**config.mk**
```make
export PLATFORM = sky130hd
export DESIGN_NAME = adc_ctrl
export DESIGN_NICKNAME = d
export VERILOG_FILES = /design/src/hw/adc_ctrl_pkg.sv /design/src/hw/conv_clk_div.sv /design/src/hw/adc_ctrl.sv
export SDC_FILE = /design/constraint.sdc
export NUM_CORES = 1
export LEC_CHECK = 0
export ABC_AREA = 1
export ABC_CLOCK_PERIOD_IN_PS = 6710
export BUFFER_PORTS_ARGS = -buffer_cell sky130_fd_sc_hd__buf_2
export CORE_MARGIN = 8
export CORE_UTILIZATION = 60
export CTS_CLUSTER_DIAMETER = 100
export DETAILED_ROUTE_END_ITERATION = 8
export PLACE_DENSITY = 0.83
export SLEW_MARGIN = 15
export SYNTH_ARGS = -nofsm -noshare
export SYNTH_HDL_FRONTEND = slang
export SYNTH_SLANG_ARGS = --single-unit
```
**constraint.sdc**
```tcl
create_clock -name clk_in -period 6.71 [get_ports clk_in]
set_input_delay 0.3355 -clock clk_in [delete_from_list [all_inputs] [get_ports clk_in]]
set_output_delay 0.3355 -clock clk_in [all_outputs]
set_load 0.03 [all_outputs]
```
**src/hw/adc_ctrl_pkg.sv**
```systemverilog
// Purpose: constants for converter input, reference and conversion control
// Assumes: 8-bit control registers on a plain strobe port
// Notes: offsets are word indices on the register port
package adc_ctrl_pkg;
  localparam int ADDR_W = 4;
  localparam int DATA_W = 8;
  // register offsets
  localparam logic [3:0] OFF_CTRL_A = 4'h0;
  localparam logic [3:0] OFF_CTRL_B = 4'h1;
  localparam logic [3:0] OFF_CTRL_C = 4'h2;
  localparam logic [3:0] OFF_BANDGAP = 4'h3;
  localparam logic [3:0] OFF_PIN_FUNC = 4'h4;
  localparam logic [3:0] OFF_PULL_HIGH = 4'h5;
  localparam logic [3:0] OFF_PORT_DIR = 4'h6;
  localparam logic [3:0] OFF_INT_CTRL = 4'h7;
  // conv_ctrl_reg_a fields
  localparam int A_START_BIT = 7;
  localparam int A_BUSY_BIT = 6;
  localparam int A_EN_BIT = 5;
  localparam int A_FMT_BIT = 4;
  localparam int A_CHAN_LSB = 0;
  // conv_ctrl_reg_b fields
  localparam int B_SRC_LSB = 4;
  localparam int B_DIV_LSB = 0;
  // conv_ctrl_reg_c fields
  localparam int C_AMP_EN_BIT = 7;
  localparam int C_AMP_IN_BIT = 4;
  localparam int C_REF_LSB = 2;
  localparam int C_GAIN_LSB = 0;
  // interrupt control fields
  localparam int I_FLAG_BIT = 0;
  localparam int I_EN_BIT = 1;
  // reset values
  localparam logic [7:0] RST_CTRL_A = 8'h00;
  localparam logic [7:0] RST_CTRL_B = 8'h00;
  localparam logic [7:0] RST_CTRL_C = 8'h00;
  localparam logic [7:0] RST_BYTE = 8'h00;
  // timing counts in conversion clock periods
  localparam int SAMPLE_PERIODS = 4;
  localparam int CONVERT_PERIODS = 12;
  localparam int TOTAL_PERIODS = SAMPLE_PERIODS + CONVERT_PERIODS;
  // reference source routing
  typedef enum logic [2:0]
  {
    REF_SUPPLY = 3'b001,
    REF_EXT_PIN = 3'b010,
    REF_AMP = 3'b100
  } ref_route_t;
  // converter input routing, one-hot
  typedef enum logic [4:0]
  {
    IN_EXT = 5'b00001,
    IN_SUPPLY = 5'b00010,
    IN_AMP = 5'b00100,
    IN_GND = 5'b01000,
    IN_FLOAT = 5'b10000
  } in_route_t;
  typedef enum logic [2:0]
  {
    ST_IDLE = 3'b001,
    ST_SAMPLE = 3'b010,
    ST_CONVERT = 3'b100
  } conv_state_t;
endpackage : adc_ctrl_pkg

```
**src/hw/conv_clk_div.sv**
```systemverilog
// Purpose: conversion clock tick from the system clock
// Assumes: one clock domain, synchronous reset copy
// Notes: tick is one cycle wide at the selected ratio
`timescale 1ns/1ps
`default_nettype none
module conv_clk_div #(
  parameter int DIV_W = 3
)
(
  // clock and reset
  input wire logic clk_in,
  input wire logic rst_n_in,
  // control
  input wire logic run_in,
  input wire logic [DIV_W-1:0] div_sel_in,
  // tick
  output logic tick_out
);
  localparam int CNT_W = (1 << DIV_W) - 1;
  initial
  begin
    if (DIV_W < 1 || DIV_W > 4)
    begin
      $error("conv_clk_div: DIV_W out of range");
    end
  end
  logic [CNT_W-1:0] cnt_r;
  logic [CNT_W-1:0] limit;
  assign limit = CNT_W'((1 << div_sel_in) - 1);
  // ***********************************************
  // divide by 1 to 128
  // ***********************************************
  always_ff @(posedge clk_in or negedge rst_n_in)
  begin
    if (!rst_n_in)
    begin
      cnt_r <= '0;
      tick_out <= 1'b0;
    end
    else if (!run_in)
    begin
      cnt_r <= '0;
      tick_out <= 1'b0;
    end
    // power of two
    else if (cnt_r >= limit)
    begin
      cnt_r <= '0;
      tick_out <= 1'b1;
    end
    else
    begin
      cnt_r <= cnt_r + 1'b1;
      tick_out <= 1'b0;
    end
  end
endmodule : conv_clk_div
`default_nettype wire

```
**src/hw/adc_ctrl.sv**
```systemverilog
// Purpose: reference, input routing and conversion control for one converter
// Assumes: 50 MHz clk_in, register port with read data one cycle later
// Notes: reference, input and channel switches appear as one-hot select outputs; gain and divider selects are binary codes
`timescale 1ns/1ps
`default_nettype none
// Contract
// route reference from supply, pin, amplifier
// reference code 00 supply, 01 pin, 1x amplifier
// gain code picks 1, 1.667, 2.5, 3.333
// amplifier powered only while enabled
// bandgap feeds amplifier when selected
// internal reference disconnects external pin
// software readies bandgap and pin first
// analog pin disables other pin functions
// analog pin drops programmed pull-high
// analog pin overrides port direction
// source 0000 converts selected external channel
// internal source disconnects all external channels
// source code decodes to external, supply, amplifier, ground
// channel codes map, 1100 up floats
// start pulse high then low begins conversion
// busy set at start, cleared at end
// completion sets flag and raises interrupt
// conversion clock divides system clock
// divide codes give 1 to 128
// software keeps conversion period in range
// four sample plus twelve convert periods
// start on falling edge, ignored while busy
module adc_ctrl #(
  parameter int NUM_PINS = 8
)
(
  // clock and reset
  input wire logic clk_in,
  input wire logic arst_n_in,
  // register port
  input wire logic [adc_ctrl_pkg::ADDR_W-1:0] addr_in,
  input wire logic [adc_ctrl_pkg::DATA_W-1:0] wdata_in,
  input wire logic wr_in,
  input wire logic rd_in,
  output logic [adc_ctrl_pkg::DATA_W-1:0] rdata_out,
  // analog routing
  output logic [2:0] ref_route_out,
  output logic [1:0] ref_amp_gain_sel_out,
  output logic ref_amp_enable_out,
  output logic ref_amp_input_sel_out,
  output logic bandgap_enable_out,
  output logic ext_ref_pin_connect_out,
  output logic [4:0] in_route_out,
  output logic [1:0] div_factor_out,
  output logic [15:0] ext_channel_onehot_out,
  // converter core
  output logic conv_power_out,
  output logic sample_out,
  output logic convert_out,
  output logic done_out,
  output logic irq_out,
  // pin overrides
  output logic [NUM_PINS-1:0] pin_analog_out,
  output logic [NUM_PINS-1:0] pull_high_en_out,
  output logic [NUM_PINS-1:0] pin_dir_in_out
);
  import adc_ctrl_pkg::*;
  initial
  begin
    if (NUM_PINS < 1 || NUM_PINS > DATA_W)
    begin
      $error("adc_ctrl: NUM_PINS out of range");
    end
  end

  // ***********************************************
  // reset release
  // ***********************************************
  logic rst_s1_r;
  logic rst_n_r;
  always_ff @(posedge clk_in or negedge arst_n_in)
  begin
    if (!arst_n_in)
    begin
      rst_s1_r <= 1'b0;
      rst_n_r <= 1'b0;
    end
    else
    begin
      rst_s1_r <= 1'b1;
      rst_n_r <= rst_s1_r;
    end
  end

  // ***********************************************
  // control registers
  // ***********************************************
  logic start_r;
  logic conv_en_r;
  logic fmt_r;
  logic [3:0] ext_channel_sel_r;
  logic [3:0] input_source_sel_r;
  logic [2:0] conv_clock_div_sel_r;
  logic ref_amp_enable_r;
  logic ref_amp_input_sel_r;
  logic [1:0] ref_source_sel_r;
  logic [1:0] ref_amp_gain_sel_r;
  logic bandgap_en_r;
  logic [NUM_PINS-1:0] pin_func_r;
  logic [NUM_PINS-1:0] pull_high_r;
  logic [NUM_PINS-1:0] port_dir_r;
  logic int_en_r;
  logic irq_flag_r;
  logic busy_r;
  logic done_pulse;
  conv_state_t state_r;
  always_ff @(posedge clk_in or negedge rst_n_r)
  begin
    if (!rst_n_r)
    begin
      start_r <= RST_CTRL_A[A_START_BIT];
      conv_en_r <= RST_CTRL_A[A_EN_BIT];
      fmt_r <= RST_CTRL_A[A_FMT_BIT];
      ext_channel_sel_r <= RST_CTRL_A[3:0];
      input_source_sel_r <= RST_CTRL_B[7:4];
      conv_clock_div_sel_r <= RST_CTRL_B[2:0];
      ref_amp_enable_r <= RST_CTRL_C[C_AMP_EN_BIT];
      ref_amp_input_sel_r <= RST_CTRL_C[C_AMP_IN_BIT];
      ref_source_sel_r <= RST_CTRL_C[3:2];
      ref_amp_gain_sel_r <= RST_CTRL_C[1:0];
      bandgap_en_r <= RST_BYTE[0];
      pin_func_r <= RST_BYTE[NUM_PINS-1:0];
      pull_high_r <= RST_BYTE[NUM_PINS-1:0];
      port_dir_r <= RST_BYTE[NUM_PINS-1:0];
      int_en_r <= RST_BYTE[I_EN_BIT];
    end
    else if (wr_in)
    begin
      if (addr_in == OFF_CTRL_A)
      begin
        start_r <= wdata_in[A_START_BIT];
        conv_en_r <= wdata_in[A_EN_BIT];
        fmt_r <= wdata_in[A_FMT_BIT];
        ext_channel_sel_r <= wdata_in[A_CHAN_LSB +: 4];
      end
      else if (addr_in == OFF_CTRL_B)
      begin
        input_source_sel_r <= wdata_in[B_SRC_LSB +: 4];
        conv_clock_div_sel_r <= wdata_in[B_DIV_LSB +: 3];
      end
      else if (addr_in == OFF_CTRL_C)
      begin
        ref_amp_enable_r <= wdata_in[C_AMP_EN_BIT];
        ref_amp_input_sel_r <= wdata_in[C_AMP_IN_BIT];
        ref_source_sel_r <= wdata_in[C_REF_LSB +: 2];
        ref_amp_gain_sel_r <= wdata_in[C_GAIN_LSB +: 2];
      end
      else if (addr_in == OFF_BANDGAP)
      begin
        bandgap_en_r <= wdata_in[0];
      end
      else if (addr_in == OFF_PIN_FUNC)
      begin
        pin_func_r <= wdata_in[NUM_PINS-1:0];
      end
      else if (addr_in == OFF_PULL_HIGH)
      begin
        pull_high_r <= wdata_in[NUM_PINS-1:0];
      end
      else if (addr_in == OFF_PORT_DIR)
      begin
        port_dir_r <= wdata_in[NUM_PINS-1:0];
      end
      else if (addr_in == OFF_INT_CTRL)
      begin
        int_en_r <= wdata_in[I_EN_BIT];
      end
    end
  end

  // ***********************************************
  // start detection
  // ***********************************************
  logic start_seen_r;
  logic start_req;
  logic start_wr;
  assign start_wr = wr_in && (addr_in == OFF_CTRL_A);
  // falling edge start
  assign start_req = start_seen_r && start_wr && !wdata_in[A_START_BIT];
  always_ff @(posedge clk_in or negedge rst_n_r)
  begin
    if (!rst_n_r)
    begin
      start_seen_r <= 1'b0;
    end
    else if (start_wr)
    begin
      start_seen_r <= !start_r && wdata_in[A_START_BIT] ? 1'b1 :
        (wdata_in[A_START_BIT] && start_seen_r);
    end
  end

  // ***********************************************
  // conversion sequencer
  // ***********************************************
  logic tick;
  logic [3:0] period_cnt_r;
  conv_clk_div #(
    .DIV_W(3)
  ) u_div (
    .clk_in(clk_in),
    .rst_n_in(rst_n_r),
    .run_in(state_r != ST_IDLE),
    .div_sel_in(conv_clock_div_sel_r),
    .tick_out(tick)
  );
  // divided clock drives sequence
  assign done_pulse = (state_r == ST_CONVERT) && tick &&
    (period_cnt_r == 4'(TOTAL_PERIODS - 1));
  always_ff @(posedge clk_in or negedge rst_n_r)
  begin
    if (!rst_n_r)
    begin
      state_r <= ST_IDLE;
      period_cnt_r <= '0;
    end
    else
    begin
      case (state_r)
        ST_IDLE:
        begin
          period_cnt_r <= '0;
          // start begins cycle
          // ignored while busy
          if (start_req && conv_en_r)
          begin
            state_r <= ST_SAMPLE;
          end
        end
        ST_SAMPLE:
        begin
          if (tick)
          begin
            period_cnt_r <= period_cnt_r + 1'b1;
            // four sample periods
            if (period_cnt_r == 4'(SAMPLE_PERIODS - 1))
            begin
              state_r <= ST_CONVERT;
            end
          end
        end
        ST_CONVERT:
        begin
          if (tick)
          begin
            period_cnt_r <= period_cnt_r + 1'b1;
            // sixteen in total
            if (done_pulse)
            begin
              state_r <= ST_IDLE;
            end
          end
        end
        default:
        begin
          state_r <= ST_IDLE;
        end
      endcase
    end
  end

  // ***********************************************
  // busy and interrupt flag
  // ***********************************************
  always_ff @(posedge clk_in or negedge rst_n_r)
  begin
    if (!rst_n_r)
    begin
      busy_r <= 1'b0;
    end
    // busy tracks conversion
    else if (done_pulse)
    begin
      busy_r <= 1'b0;
    end
    else if (state_r == ST_IDLE && start_req && conv_en_r)
    begin
      busy_r <= 1'b1;
    end
  end
  always_ff @(posedge clk_in or negedge rst_n_r)
  begin
    if (!rst_n_r)
    begin
      irq_flag_r <= 1'b0;
    end
    // set wins over clear
    else if (done_pulse)
    begin
      irq_flag_r <= 1'b1;
    end
    else if (wr_in && addr_in == OFF_INT_CTRL && !wdata_in[I_FLAG_BIT])
    begin
      irq_flag_r <= 1'b0;
    end
  end

  // ***********************************************
  // routing decode
  // ***********************************************
  function automatic logic is_ext_source(input logic [3:0] src);
    // external source codes
    is_ext_source = (src == 4'h0) || (src == 4'h4) || (src[3:2] == 2'b11);
  endfunction : is_ext_source
  function automatic logic chan_valid(input logic [3:0] ch);
    // channel map
    chan_valid = (ch <= 4'h1) || (ch >= 4'h5 && ch <= 4'h9) || ch == 4'hb;
  endfunction : chan_valid
  ref_route_t ref_nxt;
  in_route_t in_nxt;
  logic [1:0] div_nxt;
  always_comb
  begin
    // reference route
    if (ref_source_sel_r[1])
    begin
      ref_nxt = REF_AMP;
    end
    else if (ref_source_sel_r[0])
    begin
      ref_nxt = REF_EXT_PIN;
    end
    else
    begin
      ref_nxt = REF_SUPPLY;
    end
    // input route
    div_nxt = input_source_sel_r[1:0] - 2'h1;
    if (is_ext_source(input_source_sel_r))
    begin
      in_nxt = chan_valid(ext_channel_sel_r) ? IN_EXT : IN_FLOAT;
      div_nxt = 2'h0;
    end
    else if (input_source_sel_r[3])
    begin
      in_nxt = IN_GND;
      div_nxt = 2'h0;
    end
    else if (input_source_sel_r[2])
    begin
      in_nxt = IN_AMP;
    end
    else
    begin
      in_nxt = IN_SUPPLY;
    end
  end

  // ***********************************************
  // outputs
  // ***********************************************
  always_ff @(posedge clk_in or negedge rst_n_r)
  begin
    if (!rst_n_r)
    begin
      rdata_out <= '0;
      ref_route_out <= REF_SUPPLY;
      ref_amp_gain_sel_out <= '0;
      ref_amp_enable_out <= 1'b0;
      ref_amp_input_sel_out <= 1'b0;
      bandgap_enable_out <= 1'b0;
      ext_ref_pin_connect_out <= 1'b0;
      in_route_out <= IN_EXT;
      div_factor_out <= '0;
      ext_channel_onehot_out <= '0;
      conv_power_out <= 1'b0;
      sample_out <= 1'b0;
      convert_out <= 1'b0;
      done_out <= 1'b0;
      irq_out <= 1'b0;
      pin_analog_out <= '0;
      pull_high_en_out <= '0;
      pin_dir_in_out <= '0;
    end
    else
    begin
      rdata_out <= '0;
      if (rd_in)
      begin
        if (addr_in == OFF_CTRL_A)
        begin
          rdata_out <= {start_r, busy_r, conv_en_r, fmt_r, ext_channel_sel_r};
        end
        else if (addr_in == OFF_CTRL_B)
        begin
          rdata_out <= {input_source_sel_r, 1'b0, conv_clock_div_sel_r};
        end
        else if (addr_in == OFF_CTRL_C)
        begin
          rdata_out <= {ref_amp_enable_r, 2'b00, ref_amp_input_sel_r,
            ref_source_sel_r, ref_amp_gain_sel_r};
        end
        else if (addr_in == OFF_BANDGAP)
        begin
          rdata_out <= {7'h00, bandgap_en_r};
        end
        else if (addr_in == OFF_PIN_FUNC)
        begin
          rdata_out <= DATA_W'(pin_func_r);
        end
        else if (addr_in == OFF_PULL_HIGH)
        begin
          rdata_out <= DATA_W'(pull_high_r);
        end
        else if (addr_in == OFF_PORT_DIR)
        begin
          rdata_out <= DATA_W'(port_dir_r);
        end
        else if (addr_in == OFF_INT_CTRL)
        begin
          rdata_out <= {6'h00, int_en_r, irq_flag_r};
        end
      end
      ref_route_out <= ref_nxt;
      // gain code
      ref_amp_gain_sel_out <= ref_amp_gain_sel_r;
      // amplifier power
      ref_amp_enable_out <= ref_amp_enable_r;
      // bandgap to amplifier
      ref_amp_input_sel_out <= ref_amp_input_sel_r;
      bandgap_enable_out <= bandgap_en_r;
      // pin off for internal
      ext_ref_pin_connect_out <= (ref_nxt == REF_EXT_PIN);
      in_route_out <= in_nxt;
      div_factor_out <= div_nxt;
      // channels off unless external
      ext_channel_onehot_out <= (in_nxt == IN_EXT) ?
        (16'h0001 << ext_channel_sel_r) : 16'h0000;
      conv_power_out <= conv_en_r;
      sample_out <= (state_r == ST_SAMPLE);
      convert_out <= (state_r == ST_CONVERT);
      done_out <= done_pulse;
      // interrupt when enabled
      irq_out <= irq_flag_r && int_en_r;
      // analog pin function
      pin_analog_out <= pin_func_r;
      // pull-high removed
      pull_high_en_out <= pull_high_r & ~pin_func_r;
      // direction override
      pin_dir_in_out <= port_dir_r | pin_func_r;
    end
  end
endmodule : adc_ctrl
`default_nettype wire

```
== Yosys cells after proc, flatten, opt, wreduce, memory -nomap -nowiden ==
Cells that the tools add are included.
Widths: inputs -> output; s select.

* Multiplexer cells: 35
* Reductions and logical operators: 37
* Equality and inequality tests: 24
* Order comparisons: 4
* Shift-type cells: 2
* Bitwise logic cells: 10
* Add/sub/neg operators: 4

{| class="wikitable"
|+ Operators with widths
! kind !! count
|-
| $mux 8 || 8
|-
| $mux 3 || 7
|-
| $eq 4x3->1 const B || 5
|-
| $mux 16 || 1
|-
| $shl 1x4->16 const A || 1
|-
| $logic_and 1x1->1 || 14
|-
| $mux 7 || 2
|-
| $eq 4x2->1 const B || 3
|-
| $mux 5 || 2
|-
| $reduce_and 5->1 || 2
|-
| $pmux 3 s3 || 1
|-
| $reduce_and 9->1 || 1
|-
| $and 8x8->8 || 1
|-
| $eq 4x4->1 const B || 2
|-
| $logic_not 4->1 || 2
|-
| $mux 2 || 4
|-
| $mux 4 || 2
|-
| $not 8->8 || 1
|-
| $or 8x8->8 || 1
|-
| $pmux 4 s2 || 1
|-
| $reduce_and 8->1 || 1
|-
| $add 7x1->7 const B || 1
|-
| $ge 7x7->1 || 1
|-
| $mux 1 || 7
|-
| other kinds (26) || 45
|}

* Output and inout bits: 69
* Logic and storage cells: 158
* Input bits: 16
* Flip-flop bits (word level): 135

== Depth between registers and ports, before layout ==
Gate-level depths: netlist of the first run.

* Word-level depth: 10
* Mapped depth: 10

== Hierarchy ==
From an unflattened synthesis of the first run, not the netlist that was laid out.

* Cell total of the unflattened synthesis: 545
* Area, all modules: 5555.3 µm²

{| class="wikitable"
|+ By module, submodules not included
! module !! area an instance (µm²) !! cells an instance !! instances
|-
| adc_ctrl || 4912.2 || 454 || 1
|-
| conv_clk_div || 643.1 || 91 || 1
|}

== Least setup slack after synthesis of the first run ==
Ideal clock, no wire load.

* Kind: reg2reg
* From: reg conv_clock_div_sel_r[2]
* To: reg u_div.cnt_r[0]
* Path buffers: 1
* Stages on the path, launching flop included: 8
* Required time: 6.633 ns
* Data arrival time: 1.524 ns
* Slack: 5.108 ns
* Setup time: 0.077 ns
* Cell sequence: dfrtp_1 clkbuf_1 o21ai_0 ha_1 a21oi_1 o21a_1 nand4_1 nor2_1

* Cells in the longest elaborated chain, start to end: 5

{| class="wikitable"
|+ RTL lines
! item !! RTL line !! source
|-
| start: declaration || adc_ctrl.sv:99 || <nowiki>logic [2:0] conv_clock_div_sel_r;</nowiki>
|-
| start signal: assignment || adc_ctrl.sv:122 || <nowiki>conv_clock_div_sel_r <= RST_CTRL_B[2:0];</nowiki>
|-
| start signal: assignment || adc_ctrl.sv:145 || <nowiki>conv_clock_div_sel_r <= wdata_in[B_DIV_LSB +: 3];</nowiki>
|-
| $shl 1x3->7 || conv_clk_div.sv:29 || <nowiki>assign limit = CNT_W'((1 << div_sel_in) - 1);</nowiki>
|-
| $sub 7x2->7 || conv_clk_div.sv:29 ||
|-
| $ge 7x7->1 || conv_clk_div.sv:46 || <nowiki>else if (cnt_r >= limit)</nowiki>
|-
| $mux 7 || conv_clk_div.sv:46 ||
|-
| $mux 7 || conv_clk_div.sv:40 || <nowiki>else if (!run_in)</nowiki>
|-
| end signal: assignment || conv_clk_div.sv:53 || <nowiki>cnt_r <= cnt_r + 1'b1;</nowiki>
|-
| end: declaration || conv_clk_div.sv:27 || <nowiki>logic [CNT_W-1:0] cnt_r;</nowiki>
|}

No other way between the ends.
A chain may end at the register's enable or synchronous reset.

== Worst setup path in the final report of the first run ==
* From: reg conv_clock_div_sel_r[2]
* To: reg u_div.cnt_r[5]

The elaborated chain is that of the path after synthesis.

==> results.yml, run 1 <==
global_routing:
  overflow: 0
  grt.total_usage: 0.221
  grt_pass1_vias: 4136
  antenna_found_initial: 0
  grt_max_degree: 83
  grt_pass1_wl_um: 20400
timing:
  tightest_slew_ns: 0.977
  layout_min_cycle_time_ns: 1.80
  fmax_ghz: 0.554
  drv_slew: 0
  tns_ns: 0
  relSlewSlack: 0.348
  rsz0062_at_grt: "no"
  skew_ns: 0.00881
  period_share: 0.269
  finalHoldViolCount: 0
  setup_viol: 0
worst_hold_path:
  hp-class: "in2async"
worst_setup_path:
  path_class: "reg2reg"
  start_kind: "flop"
  critPathCaptureType: "flop"
  crit_chain: "o21ai_0 > ha_1 > a21oi_1 > o21a_1 > nand4_1 > nor2_1"
  arrival_ns: 2.24
  required_ns: 7.15
  rr_worst_depth: 6
  cp_slowest_cell: "dfrtp_1"
  cpPeakStageDelay_ns: 0.51
  crit_fanout: 8
final_layout:
  area_growth_pct: 21.7
  diodes: 0
  n_fill_cell: 564
  final_common_cell: "dfrtp_1"
  final_nets: 645
  final_cell_mix: "dfrtp_1 (130), nand2_1 (107), buf_2 (84)"
  fin_cells: 740
  multi_input_area_um2: 1730
  drive_gt1_frac: 0.271
  register_area_um2: 3360
floorplanning:
  io_pins: 85
  fp.dieH_um: 110
  initial_core_util: 0.615
  die_area_um2: 12200
  rows: 34
  die_w_um: 110
  core_um2: 8680
placed_design:
  post-place-cells: 707
  io_buffers: 84
  place_hpwl_um: 8380
  place.gp.congestion: 0.927
clock_tree:
  h-tree-depth: 4
  clockBufferDepth: 2
  clockRootBuffer: "clkbuf_8"
  cts_tree: "done"
  numCtsBuffers: 17
  clkLatencyLatePin_ns: 0.52
  clkSinkCount: 134
  clkTransAtPathRegs_ns: 0.06
yosys:
  netlist_area_um2: 5340
  yosysWarnings: 0
  yosysTopAreaCellShare: 0.614
  synth_ff_type: "dfrtp_1"
  synth_cell_types: 43
  ys_seq_area_frac: 0.629
  netlist.top_cell.by_area: "dfrtp_1"
  synth_edf_count: 0
  synth-async-reset-ratio: 1.00
  synth_cells: 517
  ys_seq_elements: 134
  synth_area_leaders: "dfrtp_1 (61%), nand2_1 (7.5%), inv_1 (3.4%), nor2_1 (3.0%), o21ai_1 (2.9%)"
  avgSynthCellArea_um2: 10.3
routing:
  ant_nets: 0
  post_drt_via_cell_ratio: 5.52
  drc: 0
  vias: 4083
  drt_wl_total_um: 12700
  firstDrtPassIters: 5
  wl_per_cell_um: 17.1
  initialDrtViolationCount: 321
run_status:
  outcome: "finished clean"
power:
  pwr_density_cell_nw_per_um2: 376
  leakage_nw: 3.35
  ir_worst_vdd_v: 0.000169
  p_total_mw: 2.44
flow_run:
  max_cap_viol_count: 0
-- critical path: cells and delay by family, from the launching register on --
| family | cells | cell delay, ns |
|---|---|---|
| DFF | 1 | 0.51 |
| AOI/OAI and AO/OA | 3 | 0.46 |
| and+or+nand+nor | 2 | 0.42 |
| adders and majority gates | 1 | 0.33 |
-- metrics by stage --
stage               hold slack, ns  setup slack [ns]   util  instance area (µm²)
finish                       0.132              4.91  0.749                 6500
global route                 0.117              4.58  0.749                 6500
CTS                          0.118              4.82  0.749                 6500
detailed placement           0.126              4.83  0.676                 5870
global placement             0.121              4.91  0.676                 5870
floorplan                   0.0399              2.71      -                 5370
-- state kept, by name, indices dropped and copies added (netlist names), 3 cells and up --
signal                  flops
conv_clock_div_sel_r        3
ext_channel_onehot_out     16
ext_channel_sel_r           4
in_route_out                5
input_source_sel_r          4
period_cnt_r                4
pin_analog_out              8
pin_dir_in_out              8
pin_func_r                  8
port_dir_r                  8
pull_high_en_out            8
pull_high_r                 8
rdata_out                   8
ref_route_out               3
state_r                     3
u_div.cnt_r                 7
-- where the power goes --
group          switching, mW  total [mW]  internal (mW)
registers             0.0928        1.03          0.940
clock network          0.342       0.966          0.624
logic                  0.313       0.443          0.130
-- per-layer routing --
layer	GRT usage	up-vias	share of wire
li1	-	1867	-
met1	0.255	1974	0.37
met2	0.374	206	0.52
met3	0.0581	36	0.081
met4	0.113	0	0.031
met5	0	-	0
-- cells in the mapped netlist (all sizes together) (2+ instances only) --
cell type	count
dfrtp	131
nand2	115
o21ai	60
inv	57
nor2	48
nand3	19
a21oi	15
nor3	11
ha	10
buf	9
or2	9
nand4	5
o221ai	4
xor2	4
a211oi	3
dfstp	3
conb	2
nand3b	2
-- path summary, 6_finish.rpt --
kind | start | end | slack [ns]
max | conv_clock_div_sel_r[2]$_DFFE_PN0P_ | u_div.cnt_r[5]$_DFF_PN0_ | 4.91
min | arst_n_in | rst_n_r$_DFF_PN0_ | 0.13
max reg2reg | conv_clock_div_sel_r[2]$_DFFE_PN0P_ | u_div.cnt_r[5]$_DFF_PN0_ | 4.91
min reg2reg | rst_s1_r$_DFF_PN0_ | rst_n_r$_DFF_PN0_ | 0.35
max in group asynchronous | rst_n_r$_DFF_PN0_ | rdata_out[3]$_DFF_PN0_ | 4.92
min in group clk_in | wdata_in[6] | pull_high_r[6]$_DFFE_PN0P_ | 0.15
-- kinds of logic (layout without fill, tap and decap cells) --
group           Yosys count  after routing  synth area share
flops                   134            134             0.629
buf+inv                  67            175            0.0530
compound gates           89             89             0.102
other cells               2              9           0.00141
xor+xnor                  5              5           0.00820
simple gates            210            210             0.183
fa+ha+maj                10             10            0.0234
-- repair_timing --
| item | 4_1_cts | 5_1_grt |
|---|---|---|
| hold endpoints to repair | 2 | 0 |
| hold buffers | 1 | 0 |
| buffers inserted | 0 | 0 |
| resized for setup | 0 | 0 |
-- layout make-up --
class | count | share of cell area
Clock buffer | 21 | 0.0691
Clock inverter | 11 | 0.0268
Tap cell | 108 | 0.0208
Multi-Input combinational cell | 323 | 0.265
Timing Repair Buffer | 86 | 0.0674
Inverter | 57 | 0.0333
Sequential cell | 134 | 0.517
No activity file was read; power rests on OpenSTA's default activity.
==> inputs of run 2 (changes only) <==
--- a/config.mk
+++ b/config.mk
@@ -5,14 +5,14 @@
 export SDC_FILE = /design/constraint.sdc
 export NUM_CORES = 1
 export LEC_CHECK = 0
-export ABC_AREA = 1
-export ABC_CLOCK_PERIOD_IN_PS = 6710
+export ABC_AREA = 0
+export ABC_CLOCK_PERIOD_IN_PS = 1700
 export BUFFER_PORTS_ARGS = -buffer_cell sky130_fd_sc_hd__buf_2
 export CORE_MARGIN = 8
-export CORE_UTILIZATION = 60
+export CORE_UTILIZATION = 56
 export CTS_CLUSTER_DIAMETER = 100
 export DETAILED_ROUTE_END_ITERATION = 8
-export PLACE_DENSITY = 0.83
+export PLACE_DENSITY = 0.78
 export SLEW_MARGIN = 15
 export SYNTH_ARGS = -nofsm -noshare
 export SYNTH_HDL_FRONTEND = slang
==> constraint.sdc (replaced) <==
create_clock -name clk_in -period 1.7 [get_ports clk_in]
set_input_delay 0.085 -clock clk_in [delete_from_list [all_inputs] [get_ports clk_in]]
set_output_delay 0.085 -clock clk_in [all_outputs]
set_load 0.03 [all_outputs]
==> results.yml, run 2 <==
run_status:
  outcome: "finished, violations left"
  violations: "negative setup slack"
clock_tree:
  clkLatencyLatePin_ns: 0.52
  clkTransAtPathRegs_ns: 0.06
  cts_tree: "done"
  numCtsBuffers: 17
  clockBufferDepth: 2
  h-tree-depth: 4
  clockRootBuffer: "clkbuf_8"
  postCtsSetupRepairBufs: 0
  clkSinkCount: 134
routing:
  vias: 3881
  wl_per_cell_um: 17.4
  ant_nets: 0
  firstDrtPassIters: 5
  initialDrtViolationCount: 271
  drt_wl_total_um: 12300
  drc: 0
  post_drt_via_cell_ratio: 5.47
placed_design:
  post_dp_cell_area_um2: 6300
  io_buffers: 84
  post-place-ws_ns: -0.529
  place.gp.congestion: 0.865
  place_hpwl_um: 8760
power:
  ir_worst_vdd_v: 0.000793
  leakage_nw: 3.38
  p_total_mw: 9.60
  pwr_density_cell_nw_per_um2: 1360
timing:
  drv_slew: 0
  layout_min_cycle_time_ns: 2.20
  finalHoldViolCount: 0
  fmax_ghz: 0.455
  tns_ns: -3.62
  relSlewSlack: 0.585
  period_share: 1.29
  timing.final.ws_setup_ns: -0.499
  skew_ns: 0.00757
  setup_viol: 8
  tightest_slew_ns: 0.618
  rsz0062_at_grt: "yes"
global_routing:
  grt_pass1_vias: 4005
  grt.total_usage: 0.196
  antenna_found_initial: 0
  grt_pass1_wl_um: 20000
  grt_max_degree: 36
  overflow: 0
worst_setup_path:
  crit_top_cell: "a2111oi_4"
  critPathCaptureType: "flop"
  arrival_ns: 2.60
  required_ns: 2.10
  crit_fanout: 7
  startpoint: "conv_clock_div_sel_r[1]$_DFFE_PN0P_"
  cpPeakStageDelay_ns: 0.38
  reg2reg_from: "conv_clock_div_sel_r[1]$_DFFE_PN0P_"
  path_class: "reg2reg"
  start_kind: "flop"
  cp_num_buf_inv: 0
  crit_chain: "or3_1 > ha_1 > nand2b_4 > a2111oi_4 > o21ai_4 > a2111oi_4"
  cp_slowest_cell: "dfrtp_1"
  crit_family: "compound AO/OA/AOI/OAI gates"
yosys:
  synth_cells: 425
  synth_edf_count: 0
  ys_seq_elements: 134
  yosysWarnings: 0
  netlist_area_um2: 5490
  synth-async-reset-ratio: 1.00
  synth_cell_types: 57
  synth_top_cells_by_count: "dfrtp_1 (131), mux2_2 (51), nor2_1 (22), a21oi_1 (16)"
  synth_area_leaders: "dfrtp_1 (60%), mux2_2 (10%), mux2i_1 (2.4%), ha_1 (2.3%), nor2b_1 (1.7%)"
  yosysTopAreaCellShare: 0.597
  avgSynthCellArea_um2: 12.9
  netlist.top_cell.by_area: "dfrtp_1"
  yosysMostFrequentCell: "dfrtp_1"
  synth_ff_type: "dfrtp_1"
  ys_seq_area_frac: 0.611
final_layout:
  design_area_um2: 7060
  regMostFlops: "ext_channel_onehot_out"
  final_cell_mix: "dfrtp_1 (130), buf_2 (84), mux2_2 (51)"
  final_core_util: 0.733
  area_growth_pct: 28.5
  drive_gt1_frac: 0.396
  diodes: 0
  largest_reg_flops: 16
  final_common_cell: "dfrtp_1"
  final_nets: 589
floorplanning:
  initial_core_util: 0.570
  die_w_um: 115
  die_area_um2: 13200
  io_pins: 85
  fp.dieH_um: 115
  core_um2: 9640
  rows: 36
worst_hold_path:
  hp-class: "in2reg"
  min-delay-start: "addr_in[3]"
flow_run:
  max_cap_viol_count: 0
[run 2: cell types whose count changed in the layout (fill, tap and decap cells not counted), moves of 15 or more]
cell / delta
nand2_1: -96
mux2_2: +51
inv_1: -33
o21ai_1: -31
buf_4: +29
nor2_1: -21
o21ai_2: -16
nor2b_1: +15
[run 2: final cells by class]
| type | instances | area (µm²) |
|---|---|---|
| clock inverter | 15 | 153 |
| clock buffer | 17 | 414 |
| sequential | 134 | 3360 |
| timing repair buffer | 131 | 846 |
| inverter | 15 | 56.3 |
| fill | 639 | 2580 |
| tap | 133 | 166 |
| multi-input combinational | 264 | 2070 |
[run 2: cell families (layout without fill, tap and decap cells)]
kind of cell    after synthesis  after routing  synth area share
other cells                   2              9           0.00137
mux                          64             64             0.128
simple gates                106            106             0.106
fa+ha+maj                    10             10            0.0228
compound gates               69             69            0.0929
buf+inv                      34            178            0.0282
flops                       134            134             0.611
xor+xnor                      6              6           0.00957
[run 2: where the power goes]
part / leakage, nW / switching (mW) / total (mW) / internal [mW]
registers: 1.68 / 0.324 / 4.07 / 3.75
logic: 1.42 / 1.27 / 2.08 / 0.810
clock network: 0.278 / 1.35 / 3.44 / 2.09
[run 2: repair_timing]
action                                  in CTS  in global routing
hold buffers                                14                  0
gates resized for setup                      6                  2
pin swaps                                    0                  1
endpoints found under the hold margin       55                  0
endpoints found under the setup margin       8                  8
[run 2: through the flow]
stage	hold slack, ns	std cells
after floorplan	-0.211	432
after global placement	-0.130	663
after detailed placement	-0.127	663
after CTS	0.0500	709
after global routing	0.0727	709
final	0.0747	709
[run 2: tightest hold or removal path: stages]
cell and delay (ns):
buf_2 0.14, nand2b_1 0.23, a311oi_1 0.09
[run 2: worst paths after layout]
path,slack (ns),cells past startpoint,end
setup / recovery,-0.50,6,u_div.cnt_r[0]$_DFF_PN0_
max in group asynchronous,0.84,1,period_cnt_r[0]$_DFFE_PN0P_
hold / removal,0.07,3,rdata_out[6]$_DFF_PN0_
setup reg to reg,-0.50,6,u_div.cnt_r[0]$_DFF_PN0_
hold reg to reg,0.27,0,port_dir_r[1]$_DFFE_PN0P_
min in group asynchronous,0.27,0,port_dir_r[1]$_DFFE_PN0P_
[run 2: per-layer routing]
metal	GRT usage	share of wire	vias up
li1	-	-	1785
met1	0.243	0.43	1953
met2	0.316	0.49	126
met3	0.0593	0.064	17
met4	0.0727	0.015	0
met5	0	0	-
